[config.mk]
export PLATFORM = sky130hd
export DESIGN_NAME = isc_dev_flat
export DESIGN_NICKNAME = d
export VERILOG_FILES = /design/src/hw/isc_pkg.sv /design/src/hw/isc_if.sv /design/src/hw/isc_nvm_field.sv /design/src/hw/isc_dev.sv /design/src/flat_wrapper.sv
export VERILOG_INCLUDE_DIRS = /design/src /design/src/hw
export SDC_FILE = /design/constraint.sdc
export NUM_CORES = 1
export LEC_CHECK = 0
export ABC_AREA = 1
export BUFFER_PORTS_ARGS = -buffer_cell sky130_fd_sc_hd__buf_2
export CORE_MARGIN = 4
export CORE_UTILIZATION = 35
export DETAILED_ROUTE_END_ITERATION = 6
export GPL_ROUTABILITY_DRIVEN = 1
export HOLD_SLACK_MARGIN = 0.12
export PLACE_DENSITY_LB_ADDON = 0.3
export SLEW_MARGIN = 10
export SYNTH_ARGS = -nofsm -noshare
export SYNTH_HDL_FRONTEND = slang
export SYNTH_SLANG_ARGS = --single-unit
export TNS_END_PERCENT = 5
[constraint.sdc]
create_clock -name clk -period 8 [get_ports clk]
set_input_delay 1.2 -clock clk [delete_from_list [all_inputs] [get_ports clk]]
set_output_delay 1.2 -clock clk [all_outputs]
set_load 0.005 [all_outputs]
[src/hw/isc_defs.svh]
// Constants for the input current sense configuration block.
// Assumes inclusion by bare name from the device, host, checker and bench modules.
`ifndef ISC_DEFS_SVH
`define ISC_DEFS_SVH
`define ISC_CMD_CONFIG      8'hDA
`define ISC_CMD_RANGE       8'hDC
`define ISC_PAGE_A          8'h00
`define ISC_PAGE_B          8'h01
`define ISC_FS_MSB          15
`define ISC_FS_LSB          8
`define ISC_BOOST_BIT       13
`define ISC_OFS_MSB         12
`define ISC_OFS_LSB         8
`define ISC_MAXI_MSB        7
`define ISC_MAXI_LSB        0
`define ISC_RGAIN_MSB       15
`define ISC_RGAIN_LSB       14
`define ISC_FACT_MSB        12
`define ISC_FACT_LSB        0
`define ISC_FS_NOMINAL      8'h32
`define ISC_RGAIN_HALF_MOHM 2'h3
`define ISC_APB_CMD         12'h000
`define ISC_APB_WDATA       12'h004
`define ISC_APB_STATUS      12'h008
`define ISC_APB_RDATA       12'h00C
`define ISC_CTL_GO_BIT      0
`define ISC_CTL_WR_BIT      1
`define ISC_CTL_CODE_LSB    8
`define ISC_CTL_PAGE_LSB    16
`endif

[src/hw/isc_pkg.sv]
// Types shared by both ends of the configuration link.
// Assumes isc_defs.svh is on the include path.
package isc_pkg;
    typedef enum logic [1:0] {ISC_IDLE, ISC_REQ, ISC_WAIT} isc_state_e;
    typedef logic [15:0] isc_word_t;
endpackage

[src/hw/isc_if.sv]
// Word-transaction link between host and device.
// Assumes a common clock and reset.
`timescale 1ns/1ns
interface isc_if (
    input wire logic clk
);
    logic        req;
    logic        wr;
    logic [7:0]  page;
    logic [7:0]  code;
    logic [15:0] wdata;
    logic        ack;
    logic [15:0] rdata;
    modport host (output req, output wr, output page, output code, output wdata, input ack, input rdata);
    modport dev  (input req, input wr, input page, input code, input wdata, output ack, output rdata);
endinterface

[src/hw/isc_nvm_field.sv]
// One read-write field whose reset value comes from nonvolatile storage.
// Assumes the default word is stable while reset is held.
`timescale 1ns/1ns
module isc_nvm_field #(
    parameter int W = 8
) (
    // Clock and reset
    input  wire logic         clk,
    input  wire logic         rst_b,
    // Control
    input  wire logic [W-1:0] nvm_val,
    input  wire logic         we,
    input  wire logic [W-1:0] din,
    output      logic [W-1:0] q
);
    always_ff @(posedge clk) begin
        if (!rst_b) begin
            q <= nvm_val;
        end else if (we) begin
            q <= din;
        end
    end
endmodule

[src/hw/isc_dev.sv]
// Functional notes
// - Config register accessed by word transactions only.
// - Page 00h channel A, 01h channel B.
// - Shared calibration split across both pages.
// - Page 0 bits 15:8 full-scale, 0.25 A.
// - Page 1 bit 13 boosts analog gain.
// - Page 1 bits 12:8 signed offset code.
// - Bits 7:0 per-channel maximum output current.
// - Full-scale scales current against nominal 50.
// - Host picks gain closest to sense resistance.
// - Host starts offset at zero amperes.
// - Range register meaningful in page 0 only.
// - Range bits 15:14 hold shunt range gain.
// Device end: holds both configuration registers and decodes them for the sense path.
// Assumes the host issues one word request and holds it until ack.
//
// The APB slave port was left to the implementer.
`timescale 1ns/1ns
`include "isc_defs.svh"
module isc_dev
    import isc_pkg::*;
(
    // Clock and reset
    input  wire logic        clk,
    input  wire logic        rst_b,
    // Link
    isc_if.dev               lnk,
    // Nonvolatile defaults
    input  wire logic [7:0]  nvm_full_scale,
    input  wire logic        nvm_gain_boost,
    input  wire logic [4:0]  nvm_offset_code,
    input  wire logic [7:0]  nvm_max_out_a,
    input  wire logic [7:0]  nvm_max_out_b,
    input  wire logic [1:0]  nvm_range_gain,
    input  wire logic [12:0] nvm_factory_bits,
    // Decoded settings for the sense path
    output      logic [7:0]  input_full_scale,
    output      logic        input_gain_boost,
    output      logic [4:0]  input_offset_code,
    output      logic [7:0]  max_output_current_a,
    output      logic [7:0]  max_output_current_b,
    output      logic [1:0]  input_range_gain,
    output      logic [3:0]  gain_select,
    output      logic signed [5:0] offset_tenths,
    output      logic        full_scale_nominal,
    output      logic        bad_access
);
    logic        pg_a;
    logic        pg_b;
    logic        is_cfg;
    logic        is_rng;
    logic        take;
    logic        ack_r;
    logic [15:0] rdata_r;
    logic [7:0]  fs_q;
    logic        boost_q;
    logic [4:0]  ofs_q;
    logic [7:0]  maxa_q;
    logic [7:0]  maxb_q;
    logic [1:0]  rg_q;
    logic [12:0] fact_q;
    logic        bad_r;
    logic [3:0]  gsel_r;
    logic signed [5:0] ofs_r;
    logic        nom_r;

    assign pg_a   = (lnk.page == `ISC_PAGE_A);
    assign pg_b   = (lnk.page == `ISC_PAGE_B);
    assign is_cfg = (lnk.code == `ISC_CMD_CONFIG);
    assign is_rng = (lnk.code == `ISC_CMD_RANGE);
    assign take   = lnk.req && !ack_r;
    assign lnk.ack   = ack_r;
    assign lnk.rdata = rdata_r;

    ////////////////////////////////////////////////////////////////////////////
    // Stored fields, each reloaded from its nonvolatile default in reset.
    isc_nvm_field #(.W(8)) u_fs (
        .clk     (clk),
        .rst_b   (rst_b),
        .nvm_val (nvm_full_scale),
        .we      (take && lnk.wr && is_cfg && pg_a),
        .din     (lnk.wdata[`ISC_FS_MSB:`ISC_FS_LSB]),
        .q       (fs_q)
    );
    isc_nvm_field #(.W(1)) u_boost (
        .clk     (clk),
        .rst_b   (rst_b),
        .nvm_val (nvm_gain_boost),
        .we      (take && lnk.wr && is_cfg && pg_b),
        .din     (lnk.wdata[`ISC_BOOST_BIT]),
        .q       (boost_q)
    );
    isc_nvm_field #(.W(5)) u_ofs (
        .clk     (clk),
        .rst_b   (rst_b),
        .nvm_val (nvm_offset_code),
        .we      (take && lnk.wr && is_cfg && pg_b),
        .din     (lnk.wdata[`ISC_OFS_MSB:`ISC_OFS_LSB]),
        .q       (ofs_q)
    );
    isc_nvm_field #(.W(8)) u_maxa (
        .clk     (clk),
        .rst_b   (rst_b),
        .nvm_val (nvm_max_out_a),
        .we      (take && lnk.wr && is_cfg && pg_a),
        .din     (lnk.wdata[`ISC_MAXI_MSB:`ISC_MAXI_LSB]),
        .q       (maxa_q)
    );
    isc_nvm_field #(.W(8)) u_maxb (
        .clk     (clk),
        .rst_b   (rst_b),
        .nvm_val (nvm_max_out_b),
        .we      (take && lnk.wr && is_cfg && pg_b),
        .din     (lnk.wdata[`ISC_MAXI_MSB:`ISC_MAXI_LSB]),
        .q       (maxb_q)
    );
    isc_nvm_field #(.W(2)) u_rg (
        .clk     (clk),
        .rst_b   (rst_b),
        .nvm_val (nvm_range_gain),
        .we      (take && lnk.wr && is_rng && pg_a),
        .din     (lnk.wdata[`ISC_RGAIN_MSB:`ISC_RGAIN_LSB]),
        .q       (rg_q)
    );
    isc_nvm_field #(.W(13)) u_fact (
        .clk     (clk),
        .rst_b   (rst_b),
        .nvm_val (nvm_factory_bits),
        .we      (take && lnk.wr && is_rng && pg_a),
        .din     (lnk.wdata[`ISC_FACT_MSB:`ISC_FACT_LSB]),
        .q       (fact_q)
    );

    ////////////////////////////////////////////////////////////////////////////
    // Word answer: one ack cycle per request, read data captured with it.
    always_ff @(posedge clk) begin
        if (!rst_b) begin
            ack_r <= 1'b0;
        end else begin
            ack_r <= take;
        end
    end

    always_ff @(posedge clk) begin
        if (!rst_b) begin
            rdata_r <= 16'h0000;
        end else if (take && !lnk.wr) begin
            if (is_cfg && pg_a) begin
                rdata_r <= {fs_q, maxa_q};
            end else if (is_cfg && pg_b) begin
                rdata_r <= {2'h0, boost_q, ofs_q, maxb_q};
            end else if (is_rng && pg_a) begin
                rdata_r <= {rg_q, 1'b0, fact_q};
            end else begin
                rdata_r <= 16'h0000;
            end
        end
    end

    // Any request to another code or page is flagged and otherwise ignored.
    always_ff @(posedge clk) begin
        if (!rst_b) begin
            bad_r <= 1'b0;
        end else if (take) begin
            bad_r <= !((is_cfg && (pg_a || pg_b)) || (is_rng && pg_a));
        end
    end

    ////////////////////////////////////////////////////////////////////////////
    // Decoded settings for the analog and digital sense path.
    always_ff @(posedge clk) begin
        if (!rst_b) begin
            gsel_r <= 4'h0;
        end else begin
            gsel_r <= {1'b0, boost_q, rg_q};
        end
    end

    always_ff @(posedge clk) begin
        if (!rst_b) begin
            ofs_r <= 6'sh00;
        end else begin
            ofs_r <= ofs_q[4] ? $signed({1'b1, ofs_q}) : $signed({1'b0, ofs_q});
        end
    end

    always_ff @(posedge clk) begin
        if (!rst_b) begin
            nom_r <= 1'b0;
        end else begin
            nom_r <= (fs_q == `ISC_FS_NOMINAL);
        end
    end

    // Outputs registered from the stored fields.
    always_ff @(posedge clk) begin
        if (!rst_b) begin
            input_full_scale     <= 8'h00;
            input_gain_boost     <= 1'b0;
            input_offset_code    <= 5'h00;
            max_output_current_a <= 8'h00;
            max_output_current_b <= 8'h00;
            input_range_gain     <= 2'h0;
        end else begin
            input_full_scale     <= fs_q;
            input_gain_boost     <= boost_q;
            input_offset_code    <= ofs_q;
            max_output_current_a <= maxa_q;
            max_output_current_b <= maxb_q;
            input_range_gain     <= rg_q;
        end
    end

    assign gain_select        = gsel_r;
    assign offset_tenths      = ofs_r;
    assign full_scale_nominal = nom_r;
    assign bad_access         = bad_r;
endmodule

[src/flat_wrapper.sv]
// flat-port wrapper written by rule: the top's interface ports become plain ports
module isc_dev_flat import isc_pkg::*;
  (clk, rst_b, nvm_full_scale, nvm_gain_boost, nvm_offset_code, nvm_max_out_a, nvm_max_out_b, nvm_range_gain, nvm_factory_bits, input_full_scale, input_gain_boost, input_offset_code, max_output_current_a, max_output_current_b, input_range_gain, gain_select, offset_tenths, full_scale_nominal, bad_access, lnk_req, lnk_wr, lnk_page, lnk_code, lnk_wdata, lnk_ack, lnk_rdata);
  isc_if lnk_i (.clk(clk));
  input  wire logic clk;
  input  wire logic rst_b;
  input  wire logic [7:0] nvm_full_scale;
  input  wire logic nvm_gain_boost;
  input  wire logic [4:0] nvm_offset_code;
  input  wire logic [7:0] nvm_max_out_a;
  input  wire logic [7:0] nvm_max_out_b;
  input  wire logic [1:0] nvm_range_gain;
  input  wire logic [12:0] nvm_factory_bits;
  output      logic [7:0] input_full_scale;
  output      logic input_gain_boost;
  output      logic [4:0] input_offset_code;
  output      logic [7:0] max_output_current_a;
  output      logic [7:0] max_output_current_b;
  output      logic [1:0] input_range_gain;
  output      logic [3:0] gain_select;
  output      logic signed [5:0] offset_tenths;
  output      logic full_scale_nominal;
  output      logic bad_access;
  input wire logic [$bits(lnk_i.req)-1:0] lnk_req;
  input wire logic [$bits(lnk_i.wr)-1:0] lnk_wr;
  input wire logic [$bits(lnk_i.page)-1:0] lnk_page;
  input wire logic [$bits(lnk_i.code)-1:0] lnk_code;
  input wire logic [$bits(lnk_i.wdata)-1:0] lnk_wdata;
  output wire logic [$bits(lnk_i.ack)-1:0] lnk_ack;
  output wire logic [$bits(lnk_i.rdata)-1:0] lnk_rdata;
  assign lnk_i.req = lnk_req;
  assign lnk_i.wr = lnk_wr;
  assign lnk_i.page = lnk_page;
  assign lnk_i.code = lnk_code;
  assign lnk_i.wdata = lnk_wdata;
  assign lnk_ack = lnk_i.ack;
  assign lnk_rdata = lnk_i.rdata;
  isc_dev u_core (.clk(clk), .rst_b(rst_b), .lnk(lnk_i), .nvm_full_scale(nvm_full_scale), .nvm_gain_boost(nvm_gain_boost), .nvm_offset_code(nvm_offset_code), .nvm_max_out_a(nvm_max_out_a), .nvm_max_out_b(nvm_max_out_b), .nvm_range_gain(nvm_range_gain), .nvm_factory_bits(nvm_factory_bits), .input_full_scale(input_full_scale), .input_gain_boost(input_gain_boost), .input_offset_code(input_offset_code), .max_output_current_a(max_output_current_a), .max_output_current_b(max_output_current_b), .input_range_gain(input_range_gain), .gain_select(gain_select), .offset_tenths(offset_tenths), .full_scale_nominal(full_scale_nominal), .bad_access(bad_access));
endmodule
Yosys cells after proc, flatten, opt, wreduce, memory -nomap -nowiden
Cells that the tools add are included.

Equal/unequal tests: 7. Mux-type cells: 18. Reductions and logical operators: 18.

Operators with widths (number): 2-to-1 mux 16 bit (3); 2-to-1 mux 8 bit (6); 2-to-1 mux 13 bit (2); equality test 8 bit (second input constant) (2); logical AND 1 bit (12); 2-to-1 mux 5 bit (2); equality test 8 x 1 -> 1 bit (second input constant) (1); equality test 8 x 6 -> 1 bit (second input constant) (1); zero test 8 bit (1); 2-to-1 mux 6 bit (1); != test 2 x 1 -> 1 bit (second input constant) (3); 2-to-1 mux 2 bit (2); zero test 1 bit (3); logical OR 1 bit (2); 2-to-1 mux 1 bit (2).

Register bits after elaboration: 106. Bits of input ports: 81. Output and inout port bits: 61. Logic and storage cells: 63.

Longest topological paths before layout
Depth after elaboration: 7. Mapped depth: 10. Depth with buffers taken out: 9.

Hierarchy
A second synthesis with hierarchy kept.

Cell total of the unflattened synthesis: 539. Area total of the unflattened synthesis: 4302.9 µm².

Modules (own cells, without submodules): isc_dev (instances 1, cells each 333, area an instance 2313.5 µm²); isc_nvm_field (u_core.u_fs ...) (instances 3, cells each 36, area an instance 352.8 µm²); isc_nvm_field (u_core.u_fact) (instances 1, cells each 57, area an instance 566.8 µm²); isc_nvm_field (u_core.u_ofs) (instances 1, cells each 23, area an instance 217.7 µm²); isc_nvm_field (u_core.u_rg) (instances 1, cells each 11, area an instance 93.8 µm²); isc_nvm_field (u_core.u_boost) (instances 1, cells each 7, area an instance 52.6 µm²).

Worst setup path after synthesis
No wires, ideal clock.

Path kind: input -> register. Start: input lnk_code[4]. End: register u_core.u_fs.q[0], enable pin. Library setup time: 0.414 ns. Arrival time: 3.069 ns. Required time: 7.586 ns. Path slack: 4.517 ns. Stages: 7. Path buffers: 1. Cells stage by stage: inv_1 -> nor2_1 -> nand2_1 -> nor2_2 -> buf_2 -> nand2_1 -> o31ai_1.

Word-level cells in the longest chain between the ends: 4.

Ends and longest elaborated chain: start, declared (RTL line flat_wrapper.sv:27) `input wire logic [$bits(lnk_i.code)-1:0] lnk_code;`; equality test 8 bit (no line); logical AND 1 bit (2 in series) (RTL line isc_dev.sv:81) `.we (take && lnk.wr && is_cfg && pg_a),`; != test 2 x 1 -> 1 bit (no line); end signal, assigned (RTL line isc_nvm_field.sv:18) `q <= nvm_val;`; end signal, assigned (RTL line isc_nvm_field.sv:20) `q <= din;`; end, declared (RTL line isc_nvm_field.sv:14) `output logic [W-1:0] q`.

Every way passes these cells. A chain may end at the register's enable or synchronous reset.

Final worst setup path
Start: input lnk_code[5]. End: register u_core.u_maxa.q[0], enable pin.

Word-level cells in the longest chain between the ends: 4.

Ends and longest elaborated chain: equality test 8 bit (no line); logical AND 1 bit (2 in series) (RTL line isc_dev.sv:105) `.we (take && lnk.wr && is_cfg && pg_a),`; != test 2 x 1 -> 1 bit (no line); end signal, assigned (RTL line isc_nvm_field.sv:18); end signal, assigned (RTL line isc_nvm_field.sv:20); end, declared (RTL line isc_nvm_field.sv:14).

Every way passes these cells.

==> flow_metrics.env <==
export IMPL_antenna_left=0
export IMPL_grt_pass1_vias=3195
export IMPL_yosys_warnings=0
export IMPL_synth_area_leader_cell="edfxtp_1"
export IMPL_crit_type="in -> reg"
export IMPL_cts_sinks=96
export IMPL_multi_input_area_um2=1270
export IMPL_antenna_found_initial=0
export IMPL_p_sw_mw=0.253
export IMPL_clk_latency_ns=0.34
export IMPL_nets=701
export IMPL_synth_fa_ha_area_frac=0
export IMPL_crit_path_max_fanout=31
export IMPL_r2r_start="u_core.lnk.ack"
export IMPL_synth_area_um2=4100
export IMPL_hold_depth=2
export IMPL_clock_root_buffer="clkbuf_16"
export IMPL_finalHoldViolCount=0
export IMPL_dp_hpwl_mm=7.63
export IMPL_hold_end="u_core.input_full_scale[6]"
export IMPL_synth_xor_area_frac=0
export IMPL_synth_area_leaders="edfxtp_1 (33%), dfxtp_1 (25%), nand2_1 (18%)"
export IMPL_final_cell_mix="nand2_1 (193), buf_2 (140), inv_1 (70)"
export IMPL_cts_resized=0
export IMPL_rrSetupSlack_ns=5.92
export IMPL_drv_slew=0
export IMPL_p_int_mw=0.838
export IMPL_max_cap_viol_count=0
export IMPL_vias=3412
export IMPL_core_area_um2=11500
export IMPL_synth_mux_area_frac=0
export IMPL_cts_buffers=9
export IMPL_synth_compound_area_share=0.0305
export IMPL_max_freq_ghz=0.290
export IMPL_cp_arrival_ns=3.41
export IMPL_run_status="completed"
export IMPL_synth_cell_types=25
export IMPL_synth_top_family_by_area="simple AND/OR/NAND/NOR gates"
export IMPL_fin_setup_tns_ns=0
export IMPL_p_per_area_nw_per_um2=213
export IMPL_wl_mm=10.2
export IMPL_rr_worst_depth=5
export IMPL_peakVddDrop_v=0.000104
export IMPL_grt_pass1_wl_mm=15.7
export IMPL_yosys_area_share_simple=0.274
export IMPL_critPathLaunchType="primary input"
export IMPL_setup_viol=0
export IMPL_layout_commonest_cell="nand2_1"
export IMPL_tightestPinTransition_ns=1.14
export IMPL_grt_remaining_overflow=0
export IMPL_die_x_um=116
export IMPL_seqCellArea_um2=2370
export IMPL_p_leak_nw=2.78
export IMPL_start_util=0.358
export IMPL_switching_share=0.232
export IMPL_hold_buffers=0
export IMPL_rsz0062_at_grt="false"
export IMPL_route_detailed_drc=0
export IMPL_yosysTopAreaCellShare=0.329
export IMPL_clockBufferDepth=2
export IMPL_die_area_um2=13500
export IMPL_post_place_ws_ns=4.20
export IMPL_clkPwrFrac=0.387
export IMPL_gp_congestion=0.824
export IMPL_pin_count=142
export IMPL_synth_area_per_cell_um2=8.20
export IMPL_wl_per_cell_um=13.3
export IMPL_nFillCells=1109
export IMPL_clk_pin_slew_ns=0.06
export IMPL_drt_pass1_iter_count=5
export IMPL_hold_path_class="reg -> reg"
export IMPL_setup_slack_ns=4.55
export IMPL_vias_per_cell=4.44
export IMPL_synth_nets=581
export IMPL_drtIter0Drc=184
export IMPL_hp_start="u_core.u_fs.q[6]"
export IMPL_p_seq_frac=0.525
export IMPL_globalRouteTotalUtil=0.152
export IMPL_crit_start="lnk_code[5]"
export IMPL_endpoint_kind="register"
export IMPL_slew_headroom=0.240
export IMPL_row_count=39
export IMPL_antenna_diode_count=0
export IMPL_period_needed_ns=3.45
export IMPL_worstPathRequired_ns=7.97
export IMPL_r2r_end="u_core.u_maxa.q[0]"
export IMPL_synth_seq_cells=96
export IMPL_drive_above_1_share=0.272
export IMPL_place_inst=752
export IMPL_instances_no_fill=768
export IMPL_htreeDepth=3
export IMPL_grt_max_degree=60
export IMPL_die_h_um=116
export IMPL_synthCells=500
export IMPL_cts_tree="done"
export IMPL_skew_ns=0.00857
export IMPL_cts_setup_buffers=0
export IMPL_combPwrFrac=0.089
export IMPL_fin_crit_sh=0.431
export IMPL_portBuffers=140
export IMPL_yosysSeqAreaShare=0.578
export IMPL_area_delta_synth_final_pct=24.9
-- registers in the layout, summed over array words and instances, names as in the netlist, 2 cells and up --
signal	count
u_core.u_ofs.q	5
u_core.max_output_current_b	8
u_core.input_offset_code	4
u_core.u_maxa.q	8
u_core.input_full_scale	8
u_core.lnk.rdata	16
u_core.max_output_current_a	8
u_core.u_fs.q	8
u_core.u_maxb.q	8
u_core.u_fact.q	13
u_core.u_rg.q	2
-- routing by layer --
| layer | part of all wire | global-route usage | vias to the layer above | wire [um] |
|---|---|---|---|---|
| met4 | 0.016 | 0.0565 | 0 | 160 |
| met3 | 0.068 | 0.0363 | 9 | 698 |
| met5 | 0 | 0 | - | 0 |
| met1 | 0.49 | 0.221 | 1502 | 5010 |
| met2 | 0.43 | 0.218 | 130 | 4340 |
| li1 | - | - | 1771 | - |
-- per-stage QoR --
stage | util | power [mW] | hold slack, ns | cell area [um^2]
2_1_floorplan | - | 0.628 | 0.432 | 4100
3_3_place_gp | 0.421 | 0.679 | 0.453 | 4820
3_5_place_dp | 0.421 | 0.681 | 0.449 | 4820
4_1_cts | 0.447 | 1.10 | 0.464 | 5120
5_1_grt | 0.447 | 1.14 | 0.488 | 5120
6_report | 0.447 | 1.09 | 0.463 | 5120
-- cell usage after synthesis --
cell,instances
o211ai_1,1
nor2_2,3
a21oi_1,14
buf_6,2
nand4_1,1
nor4_1,1
nand3_1,55
buf_2,8
inv_2,4
o21bai_1,1
conb_1,1
o21a_1,2
o21ai_0,2
nand3b_1,1
nand2_1,193
o31ai_1,2
nor2_1,15
buf_4,12
nor2_4,1
inv_1,70
edfxtp_1,45
dfxtp_1,51
clkbuf_1,12
nand2_2,2
and2_1,1
-- cell type report --
type / instances / share of cell area
Clock buffer: 10 / 0.0447
Clock inverter: 6 / 0.0132
Inverter: 74 / 0.0542
Multi-Input combinational cell: 296 / 0.249
Sequential cell: 96 / 0.463
Tap cell: 143 / 0.0349
Timing Repair Buffer: 143 / 0.141
-- critical path: stages --
cell and delay, ns:
buf_2 0.10, nor2_1 0.09, nand2_1 0.08, nor2_2 0.88
nand2_1 0.30, o31ai_4 0.76
-- worst max-delay path by stage --
stage / end / slack, ns / cells after the start
finish: u_core.u_maxa.q[0] / 4.55 / 6
detailed placement: u_core.u_fs.q[6] / 4.20 / 6
floorplan: u_core.u_fs.q[0] / 4.52 / 7
CTS: u_core.u_fs.q[7] / 4.56 / 6
global route: u_core.u_maxa.q[0] / 4.36 / 6
global placement: u_core.u_fs.q[2] / 4.32 / 6
-- logic make-up after synthesis --
logic type,count (synthesis)
and+or+nand+nor,273
buffers and inverters,108
DFF,96
AOI/OAI and AO/OA,22
other,1
-- power by group through the flow --
stage	clock network, mW	logic, mW	registers [mW]
finish	0.422	0.0968	0.572
global route	0.452	0.111	0.576
CTS	0.431	0.0984	0.572
detailed placement	0	0.0979	0.583
global placement	0	0.0963	0.582
floorplan	0	0.0508	0.577
(Power assumes the default switching activity.)
